[config.mk]
export PLATFORM = sky130hd
export DESIGN_NAME = acmc_ctrl
export DESIGN_NICKNAME = d
export VERILOG_FILES = /design/src/hdl/acmc_pkg.sv /design/src/hdl/acmc_ctrl.sv
export SDC_FILE = /design/constraint.sdc
export NUM_CORES = 1
export LEC_CHECK = 0
export BUFFER_PORTS_ARGS = -buffer_cell sky130_fd_sc_hd__buf_2
export CORE_UTILIZATION = 40
export CTS_CLUSTER_SIZE = 30
export DETAILED_ROUTE_END_ITERATION = 7
export HOLD_SLACK_MARGIN = 0.05
export PLACE_DENSITY = 0.73
export SYNTH_ARGS = -nofsm -noshare
export SYNTH_HDL_FRONTEND = slang
export SYNTH_SLANG_ARGS = --single-unit
[constraint.sdc]
create_clock -name clk -period 5.3 [get_ports clk]
set_clock_uncertainty 0.05 [all_clocks]
set_input_delay 0.265 -clock clk [delete_from_list [all_inputs] [get_ports clk]]
set_output_delay 0.265 -clock clk [all_outputs]
set_load 0.05 [all_outputs]
[src/hdl/acmc_pkg.sv]
/*
 Constants for the converter mode control block: register address,
 bit positions, reset value and state codes.
 Assumes the core bus and converter sit on the same clock.
*/
package acmc_pkg;
    // ===========================================================
    // Register map
    localparam logic [7:0] ACMC_ADDR = 8'hD8;
    localparam logic [7:0] ACMC_RESET = 8'h00;
    localparam logic [7:0] ACMC_BIT_BASE = 8'hD8;
    localparam logic [7:0] ACMC_RD_IDLE = 8'h00;
    // ===========================================================
    // Field positions
    localparam int ACMC_DONE_BIT = 7;
    localparam int ACMC_DMA_BIT = 6;
    localparam int ACMC_CONT_BIT = 5;
    localparam int ACMC_SINGLE_BIT = 4;
    localparam int ACMC_CH_LSB = 0;
    localparam int ACMC_CH_W = 4;
    // ===========================================================
    // Sequencer states
    typedef enum logic [1:0] {
        ACMC_IDLE = 2'b00,
        ACMC_CONV = 2'b01,
        ACMC_DMA = 2'b10
    } acmc_state_e;
endpackage

[src/hdl/acmc_ctrl.sv]
/*
 Converter mode control register and conversion sequencer.
 Assumes the core bus, the converter, the DMA engine and the core's
 strobe are all logic on clk; no input needs synchronising.
*/
module acmc_ctrl (
    // Clock and reset
    input wire logic clk,
    input wire logic rst_n,
    input wire logic ce,
    // Byte access from the core
    input wire logic [7:0] sfr_addr,
    input wire logic sfr_wr,
    input wire logic sfr_rd,
    input wire logic [7:0] sfr_wdata,
    output logic [7:0] sfr_rdata,
    // Bit access from the core
    input wire logic [7:0] bit_addr,
    input wire logic bit_wr,
    input wire logic bit_val,
    // Core interrupt logic
    input wire logic int_enable,
    input wire logic isr_vector,
    output logic irq,
    // Converter
    output logic conv_start,
    output logic [acmc_pkg::ACMC_CH_W-1:0] conv_channel,
    input wire logic conv_done,
    // DMA engine
    output logic dma_start,
    input wire logic [acmc_pkg::ACMC_CH_W-1:0] dma_channel_id,
    input wire logic dma_block_done,
    // Address latch strobe
    input wire logic ale_in,
    output logic ale_out
);
    import acmc_pkg::*;

    // ===========================================================
    // Register and sequencer state
    logic [7:0] ctrl_r, ctrl_nxt;
    logic [7:0] rdata_r, rdata_nxt;
    acmc_state_e state_r, state_nxt;
    logic start_r, start_nxt;
    logic dstart_r, dstart_nxt;
    logic [ACMC_CH_W-1:0] chan_r, chan_nxt;
    logic irq_r, irq_nxt;
    logic ale_r, ale_nxt;
    logic [7:0] sw_val;
    logic conv_end;

    always_comb begin
        // Software view first, hardware events then override
        sw_val = ctrl_r;
        if (sfr_wr && sfr_addr == ACMC_ADDR) begin
            sw_val = sfr_wdata;
        end else if (bit_wr && bit_addr[7:3] == ACMC_BIT_BASE[7:3]) begin
            sw_val[bit_addr[2:0]] = bit_val;
        end
        ctrl_nxt = sw_val;
        state_nxt = state_r;
        start_nxt = 1'b0;
        dstart_nxt = 1'b0;
        chan_nxt = chan_r;
        conv_end = 1'b0;
        if (isr_vector) begin
            ctrl_nxt[ACMC_DONE_BIT] = 1'b0;
        end
        unique case (state_r)
            ACMC_IDLE: begin
                if (sw_val[ACMC_DMA_BIT]) begin
                    dstart_nxt = 1'b1;
                    state_nxt = ACMC_DMA;
                end else if (sw_val[ACMC_SINGLE_BIT]
                             || sw_val[ACMC_CONT_BIT]) begin
                    start_nxt = 1'b1;
                    chan_nxt = sw_val[ACMC_CH_LSB +: ACMC_CH_W];
                    state_nxt = ACMC_CONV;
                end
            end
            ACMC_CONV: begin
                if (conv_done) begin
                    conv_end = 1'b1;
                    ctrl_nxt[ACMC_DONE_BIT] = 1'b1;
                    ctrl_nxt[ACMC_SINGLE_BIT] = 1'b0;
                    state_nxt = ACMC_IDLE;
                    // Back to back restart, settings taken fresh
                    if (sw_val[ACMC_CONT_BIT]
                        && !sw_val[ACMC_DMA_BIT]) begin
                        start_nxt = 1'b1;
                        chan_nxt = sw_val[ACMC_CH_LSB +: ACMC_CH_W];
                        state_nxt = ACMC_CONV;
                    end
                end
            end
            ACMC_DMA: begin
                chan_nxt = dma_channel_id;
                if (dma_block_done) begin
                    ctrl_nxt[ACMC_DONE_BIT] = 1'b1;
                    ctrl_nxt[ACMC_DMA_BIT] = 1'b0;
                    state_nxt = ACMC_IDLE;
                end
            end
            default: state_nxt = ACMC_IDLE;
        endcase
        irq_nxt = ctrl_nxt[ACMC_DONE_BIT] && int_enable;
        // Strobe held low while the DMA bit is set, whatever the sequencer state
        ale_nxt = ctrl_nxt[ACMC_DMA_BIT] ? 1'b0 : ale_in;
        rdata_nxt = (sfr_rd && sfr_addr == ACMC_ADDR) ? ctrl_r
                                                       : ACMC_RD_IDLE;
    end

    always_ff @(posedge clk) begin
        if (!rst_n) begin
            ctrl_r <= ACMC_RESET;
            rdata_r <= ACMC_RD_IDLE;
            state_r <= ACMC_IDLE;
            start_r <= 1'b0;
            dstart_r <= 1'b0;
            chan_r <= '0;
            irq_r <= 1'b0;
            ale_r <= 1'b0;
        end else if (ce) begin
            ctrl_r <= ctrl_nxt;
            rdata_r <= rdata_nxt;
            state_r <= state_nxt;
            start_r <= start_nxt;
            dstart_r <= dstart_nxt;
            chan_r <= chan_nxt;
            irq_r <= irq_nxt;
            ale_r <= ale_nxt;
        end
    end

    assign sfr_rdata = rdata_r;
    assign irq = irq_r;
    assign conv_start = start_r;
    assign conv_channel = chan_r;
    assign dma_start = dstart_r;
    assign ale_out = ale_r;
endmodule

# Yosys cells after proc, flatten, opt, wreduce, memory -nomap -nowiden
# Cells that the tools add are included.
# Widths: inputs -> output; s select.
# word_totals
regBits	26
latch_bits	0
ram_bits	0
mem_bits_ro	0
elab_cells	64
n_memories	0
# classes
n_addsub	0
multipliers	0
div_mod_pow	0
n_lt_le_gt_ge	2
n_eq_ne	10
n_shift	0
n_mux	32
n_bitwise	0
n_reduce_logical	12
# op_table
cell	n
$mux 8	3
$mux 4	4
$mux 1	14
$pmux 4 s3	1
$mux 2	5
$ne 2x2->1 const B	5
$bwmux 8	1
$eq 8x8->1 const B	1
$logic_and 1x1->1	6
$pmux 2 s3	1
$reduce_and 6->1	1
$eq 5x5->1 const B	1
$lt 3x4->1 const B	1
$pmux 1 s2	2
$reduce_and 4->1	1
$demux 1 s3	1
$ge 3x1->1 const B	1
$ne 3x3->1 const B	1
$reduce_bool 3->1	1
$eq 2x1->1 const B	1
$eq 2x2->1 const B	1
$logic_not 2->1	1
$logic_not 1->1	1
$logic_or 1x1->1	1

# Depth between registers and ports, before layout
# Gate-level depths: netlist (run 1).
# logic_depth
ltp_word	12
mapped_depth	8

# Worst setup path before layout (run 1)
# No wires, ideal clock.
# synth_path
path_type	in2reg
start	input port bit_addr[0]
end	register chan_r[0] (netlist: conv_channel[0])
setup_ns	0.079
arrival_ns	2.102
required_ns	5.171
setup_slack_ns	3.069
path_stages	7
path_buffers	1
path_cell_list	or3b_1 -> buf_2 -> o31a_1 -> o31ai_4 -> a31oi_4 -> a211o_4 -> a211oi_2
# synth_via
elab_chain_cells	11
word_cells_on_any_way	20
classes_between	order compare (2); eq/ne (3); mux (10); reduce/logical (5)
# synth_rtl
item	line	source
from (decl)	acmc_ctrl.sv:18	input wire logic [7:0] bit_addr,
$lt 3x4->1 (not written as such) or $ge 3x1->1 (tied branches)	acmc_ctrl.sv:58	sw_val[bit_addr[2:0]] = bit_val;
$logic_and 1x1->1 (not written as such)	acmc_ctrl.sv:58	
$mux 1 (not written as such)	acmc_ctrl.sv:58	
$demux 1 s3 (*)	acmc_ctrl.sv:58	
$bwmux 8 (*)	acmc_ctrl.sv:58	
$mux 8 (*)	acmc_ctrl.sv:57	end else if (bit_wr && bit_addr[7:3] == ACMC_BIT_BASE[7:3]) begin
$mux 8 (*)	acmc_ctrl.sv:55	if (sfr_wr && sfr_addr == ACMC_ADDR) begin
$logic_not 1->1	acmc_ctrl.sv:89	&& !sw_val[ACMC_DMA_BIT]) begin
$logic_and 1x1->1	acmc_ctrl.sv:89	
$ne 2x2->1 (no line)	-	
$reduce_and 6->1 (no line)	-	
to (signal assigned)	acmc_ctrl.sv:129	chan_r <= chan_nxt;
to (decl)	acmc_ctrl.sv:46	logic [ACMC_CH_W-1:0] chan_r, chan_nxt;
# Every way passes the cells marked *; elsewhere a longest branch is shown, timed or not. The select of a mux whose other input is x is not followed.
# A chain may end at the register's enable or synchronous reset.

# Worst setup path in the final report (run 1)
# layout_path
start	input port sfr_addr[1]
end	register chan_r[1] (netlist: conv_channel[1])
# layout_via
elab_chain_cells	7
word_cells_on_any_way	15
classes_between	eq/ne (4); mux (6); reduce/logical (5)
# layout_rtl
item	line	source
from (decl)	acmc_ctrl.sv:12	input wire logic [7:0] sfr_addr,
$eq 8x8->1 (*)	acmc_ctrl.sv:55	
$logic_and 1x1->1 (*)	acmc_ctrl.sv:55	
$mux 8 (*)	acmc_ctrl.sv:55	
$logic_not 1->1	acmc_ctrl.sv:89	
$logic_and 1x1->1	acmc_ctrl.sv:89	
$ne 2x2->1 (no line)	-	
$reduce_and 6->1 (no line)	-	
# Marked as above.

==> flow_metrics.env, run 1 <==
export IMPL_crit_path_max_incr_delay_ps=470
export IMPL_hold_viol=0
export IMPL_outcome="finished clean"
export IMPL_critPathMaxFanout=10
export IMPL_stdcell_area_um2=1879
export IMPL_worstSetupStartpointType="primary input"
export IMPL_multi_input_comb_area_um2=927.1
export IMPL_cts_root_buffer="clkbuf_8"
export IMPL_cts_sinks=26
export IMPL_wl_per_cell_um=13.47
export IMPL_seqCellArea_um2=520.5
export IMPL_max_cap_violations=0
export IMPL_rr_worst_depth=8
export IMPL_drt_iter0_markers=64
export IMPL_fmax_mhz=456.3
export IMPL_criticalPathCategory="primary input to flip-flop"
export IMPL_place_area_um2=1824
export IMPL_min_period_ps=2192
export IMPL_path_buf_inv=1
export IMPL_num_rows=22
export IMPL_cts_tree="yes"
export IMPL_end_kind="flip-flop"
export IMPL_vias=1557
export IMPL_grt_pass1_vias=1408
export IMPL_rrSetupSlack_ps=3300
export IMPL_clk_pin_slew_ps=90
export IMPL_place_congestion=0.8643
export IMPL_slowest_stage="nor4b_2"
export IMPL_min_path_type="primary input to flip-flop"
export IMPL_ys_seq_area_frac=0.3404
export IMPL_postCtsSetupBuffers=0
export IMPL_port_buffers=55
export IMPL_grt_pass1_wl_um=6141
export IMPL_crit_required_ps=5440
export IMPL_rsz0062_at_grt="no"
export IMPL_drive_gt1_frac=0.3064
export IMPL_synth_seq_cells=26
export IMPL_yosysUniqueCellTypes=40
export IMPL_slew_headroom=0.4864
export IMPL_synth_edf_count=0
export IMPL_netlist_area_um2=1529
export IMPL_synth_cells=186
export IMPL_ys_warn_count=0
export IMPL_antenna_found_initial=0
export IMPL_cp_cell_sequence="buf_2, nor4b_2, and3_1, o31a_1, a31oi_4, a211o_4, a211oi_2"
export IMPL_clock_latency_ps=270
export IMPL_die_h_um=63.83
export IMPL_die_x_um=63.83
export IMPL_tightest_slew_ps=769.5
export IMPL_routed_via_density=5.502
export IMPL_grt_max_degree=23
export IMPL_cts_hold_buf=0
export IMPL_drv_slew=0
export IMPL_p_per_area_nw_per_um2=200.0
export IMPL_start_util=0.4176
export IMPL_setup_viol=0
export IMPL_io_pins=56
export IMPL_syn_num_nets=230
export IMPL_dr_pass1_iters=4
export IMPL_dp_hpwl_um=2924
export IMPL_rr_endpoint="conv_channel[1]"
export IMPL_fin_tns_setup_ps=0
export IMPL_nets=280
export IMPL_ys_flop_type="dfxtp_1"
export IMPL_area_delta_synth_final_pct=22.91
export IMPL_crit_arrival_ps=2340
export IMPL_h_tree_depth=1
export IMPL_vdd_drop_max_mv=0.1539
export IMPL_synthArstFlopShare=0
export IMPL_ctsResizeCount=0
export IMPL_coreArea_um2=3661
export IMPL_grt_ovfl_total=0
export IMPL_r2r_start="state_r[1]"
export IMPL_cts_made_buffers=3
export IMPL_wl_um=3811
export IMPL_cp_depth=7
export IMPL_hold_start="int_enable"
export IMPL_drc=0
export IMPL_hold_path_end="irq"
export IMPL_fin_crit_sh=0.4135
export IMPL_antenna_left=0
export IMPL_grt_usage=0.1885
export IMPL_crit_family="compound AO/OA/AOI/OAI gates"
export IMPL_n_antenna_cell=0
export IMPL_p_leak_uw=0.0007642
export IMPL_cts_path_max_buffers=2
export IMPL_holdPathStages=3
export IMPL_fillerInstances=365
export IMPL_avgSynthCellArea_um2=8.220
export IMPL_dieArea_um2=4074
[logic make-up after synthesis]
group           after synthesis  synth area share
flops                        26            0.3404
compound gates               62            0.3257
mux                           2           0.01309
buf+inv                      21           0.05319
fa+ha+maj                     4           0.03273
simple gates                 71            0.2349
[power by group]
| part | internal, uW | total [uW] | switching [uW] |
|---|---|---|---|
| clock | 66.5 | 129 | 62.3 |
| combinational | 19.1 | 48.7 | 29.6 |
| sequential | 197 | 198 | 1.22 |
| total | 283 | 376 | 93.2 |
[cell usage after synthesis (all sizes together), types with 2 or more instances]
| cell type | count | share of area |
|---|---|---|
| dfxtp | 26 | 0.34 |
| nor2 | 23 | 0.056 |
| a21oi | 18 | 0.059 |
| nand2 | 17 | 0.043 |
| inv | 11 | 0.027 |
| a22oi | 9 | 0.044 |
| clkbuf | 8 | 0.020 |
| o31a | 8 | 0.048 |
| nand3 | 7 | 0.023 |
| o21ai | 5 | 0.016 |
| a211oi | 4 | 0.033 |
| a311oi | 4 | 0.023 |
| ha | 4 | 0.033 |
| nor3 | 4 | 0.013 |
| nor4 | 4 | 0.016 |
| o311ai | 4 | 0.023 |
| a31oi | 3 | 0.022 |
| nand4b | 3 | 0.017 |
| and3 | 2 | 0.0082 |
| buf | 2 | 0.0065 |
| mux2i | 2 | 0.013 |
| nand2b | 2 | 0.0082 |
| nor2b | 2 | 0.0082 |
| o41a | 2 | 0.016 |
[cells in the final DEF (no fill, tap or decap), drive strengths merged, types with 3 or more instances in the layout]
| master | instances |
|---|---|
| nand3 | 7 |
| nand4b | 3 |
| nor2 | 23 |
| a31oi | 3 |
| nand2 | 17 |
| nor4 | 4 |
| a21oi | 18 |
| nor3 | 4 |
| dfxtp | 26 |
| clkbuf | 4 |
| a311oi | 4 |
| o31a | 8 |
| ha | 4 |
| buf | 55 |
| inv | 11 |
| o21ai | 5 |
| o311ai | 4 |
| a22oi | 9 |
| a211oi | 4 |
[layout make-up]
class / count / area share
repair buffers: 55 / 0.1465
multi-input cells: 139 / 0.4933
inverters: 11 / 0.02197
well taps: 48 / 0.03196
flip-flops and latches: 26 / 0.2770
clock buffers: 4 / 0.02929
[flip-flops by register name (all words and copies together), names as in the netlist]
| register | count |
|---|---|
| state_r | 2 |
| irq | 1 |
| conv_start | 1 |
| dma_start | 1 |
| sfr_rdata | 8 |
| ale_out | 1 |
| ctrl_r | 8 |
| conv_channel | 4 |
[tightest hold or removal path: cells and delay by family]
family          cells  cell delay [ps]
simple gates        1               60
compound gates      1               60
buf+inv             1              100
[how the worst max path moves through the flow]
stage | end | from
2_1_floorplan | conv_channel[0] | bit_addr[0]
3_3_place_gp | conv_channel[2] | bit_addr[0]
3_5_place_dp | conv_channel[2] | sfr_addr[1]
4_1_cts | conv_channel[2] | sfr_addr[1]
5_1_grt | conv_channel[2] | sfr_addr[1]
6_report | conv_channel[1] | sfr_addr[1]
[per-layer routing]
| layer | global-route usage | up-vias | routed length [um] |
|---|---|---|---|
| li1 | - | 788 | - |
| met1 | 0.2364 | 717 | 1748 |
| met2 | 0.3218 | 43 | 1815 |
| met3 | 0.04821 | 9 | 201 |
| met4 | 0.03977 | 0 | 45 |
| met5 | 0 | - | 0 |
[stage by stage]
step	util	total power [uW]	instances	worst slack (ps)	hold WS, ps
2_1_floorplan	-	229.2	186	3069	332.8
3_3_place_gp	0.4983	251.2	279	2893	402.1
3_5_place_dp	0.4983	251.3	279	2829	403.7
4_1_cts	0.5133	379.3	283	3100	201.2
5_1_grt	0.5133	396.6	283	2907	200.5
6_report	0.5133	375.9	283	3109	207.4
No activity file was read; power rests on OpenSTA's default activity.
==> run 2, diff against run 1 <==
==> constraint.sdc (replaced) <==
create_clock -name clk -period 2.1 [get_ports clk]
set_clock_uncertainty 0.05 [all_clocks]
set_input_delay 0.105 -clock clk [delete_from_list [all_inputs] [get_ports clk]]
set_output_delay 0.105 -clock clk [all_outputs]
set_load 0.05 [all_outputs]
==> run 2 against run 1 <==
  * Via count is 4.0% higher
  * Clock-buffer cell count is 1 lower
  * Sequential power grew to 2.5 times the previous value
  * Cell count is 3.5% higher
  * Combinational power grew to 2.7 times the previous value
  * Sequential cell count stayed put
  * Die area stayed put
  * Critical path type unchanged
  * Critical endpoint is now conv_channel[0]
==> flow_metrics.env, run 2 (same netlist as run 1, synthesis figures left out) <==
export IMPL_slew_headroom=0.4748
export IMPL_grt_pass1_vias=1553
export IMPL_fin_crit_sh=0.9279
export IMPL_finalPower_uw=903.5
export IMPL_cts_made_buffers=3
export IMPL_setup_viol=0
export IMPL_final_cells=293
export IMPL_grt_ovfl_total=0
export IMPL_criticalPathCategory="primary input to flip-flop"
export IMPL_routed_via_density=5.529
export IMPL_dr_pass1_iters=6
export IMPL_grt_usage=0.2053
export IMPL_place_ws_ps=-113.9
export IMPL_hold_viol=0
export IMPL_place_area_um2=1907
export IMPL_num_rows=22
export IMPL_met1_length_um=1770
export IMPL_crit_path_max_incr_delay_ps=440
export IMPL_clk_pin_slew_ps=80
export IMPL_cts_path_max_buffers=2
export IMPL_outcome="finished clean"
export IMPL_drv_slew=0
export IMPL_drt_iter0_markers=54
export IMPL_antenna_found_initial=0
export IMPL_nets=291
export IMPL_area_delta_synth_final_pct=27.58
export IMPL_h_tree_depth=1
export IMPL_port_buffers=55
export IMPL_wl_met3_um=187
export IMPL_wl_per_cell_um=13.61
export IMPL_wl_met2_um=1984
export IMPL_min_period_ps=1949
export IMPL_worst_slack_ps=151.5
export IMPL_slowest_stage="or3b_1"
export IMPL_grt_max_degree=23
export IMPL_place_congestion=0.8737
export IMPL_rsz0062_at_grt="no"
export IMPL_start_util=0.4176
export IMPL_n_antenna_cell=0
export IMPL_fin_tns_setup_ps=0
export IMPL_grt_pass1_wl_um=6637
export IMPL_max_cap_violations=0
export IMPL_top_layer_used="met4"
export IMPL_antenna_left=0
export IMPL_io_pins=56
export IMPL_drive_gt1_frac=0.3388
export IMPL_fmax_mhz=513.2
export IMPL_path_buf_inv=2
export IMPL_cts_root_buffer="clkbuf_8"
export IMPL_wl_um=3987
export IMPL_vias=1620
export IMPL_cts_tree="yes"
export IMPL_dieArea_um2=4074
export IMPL_crit_arrival_ps=2090
export IMPL_min_path_type="primary input to flip-flop"
export IMPL_p_per_area_nw_per_um2=463.2
export IMPL_cp_cell_sequence="buf_2, or3b_1, buf_4, nor4_1, o31a_1, a31oi_4, a211o_4, a211oi_2"
export IMPL_clock_latency_ps=260
export IMPL_placed_cells=290
export IMPL_stdcell_area_um2=1951
export IMPL_critPathMaxFanout=5
export IMPL_dp_hpwl_um=3141
export IMPL_tightest_slew_ps=787.0
export IMPL_cts_sinks=26
export IMPL_drc=0
export IMPL_coreArea_um2=3661
export IMPL_final_common_cell="buf_2"
export IMPL_die_x_um=63.83
export IMPL_p_leak_uw=0.0008113
export IMPL_die_h_um=63.83
export IMPL_worstSetupStartpointType="primary input"
export IMPL_end_kind="flip-flop"
export IMPL_layout_common_cells="buf_2 (55), dfxtp_1 (26), nor2_1 (22)"
export IMPL_crit_required_ps=2240
export IMPL_crit_family="compound AO/OA/AOI/OAI gates"
export IMPL_vdd_drop_max_mv=0.4423
run 2: timing repair:
item / in CTS / in global routing
resized for setup: 0 / 2
hold endpoints to repair: 0 / 0
endpoints found under the setup margin: 0 / 4
setup buffers: 0 / 0
hold buffers: 0 / 0
run 2: worst reg2reg max path, delay by kind of cell, from the launching register on:
kind,cells,cell delay (ps)
compound gates,3,650
flops,1,400
simple gates,1,220
buf+inv,2,230
fa+ha+maj,1,200
run 2: path summary, 6_finish.rpt:
| path | from | to | slack, ps | cells after the start |
|---|---|---|---|---|
| worst min-delay path | ale_in | ale_out | 60 | 3 |
| worst min register to register | conv_channel[3] | conv_channel[3] | 410 | 2 |
| worst max register to register | state_r[1] | conv_channel[0] | 270 | 7 |
| worst max-delay path | bit_addr[0] | conv_channel[0] | 150 | 8 |
run 2: metrics by stage:
stage	utilization	hold slack (ps)
floorplan	-	172.8
global placement	0.5208	330.7
detailed placement	0.5208	338.7
CTS	0.5321	52.51
global route	0.5328	67.47
finish	0.5328	55.48
run 2: final cells by class:
type / count / area, um^2
fill: 381 / 1710
timing repair buffer: 66 / 357.8
sequential: 26 / 520.5
inverter: 11 / 41.29
clock buffer: 3 / 41.29
tap: 48 / 60.06
multi-input combinational: 139 / 929.6
run 2: routing by layer:
| layer | GRT usage | vias up |
|---|---|---|
| met5 | 0 | - |
| met4 | 0.03977 | 0 |
| met3 | 0.04107 | 8 |
| met2 | 0.3803 | 43 |
| met1 | 0.2416 | 757 |
| li1 | - | 812 |
run 2: report_power, final:
part	switching, uW	internal, uW	leakage, uW
Clock	144	128	0.0000216
Combinational	78.1	52.8	0.000580
Sequential	3.05	498	0.000210
Total	225	679	0.000811
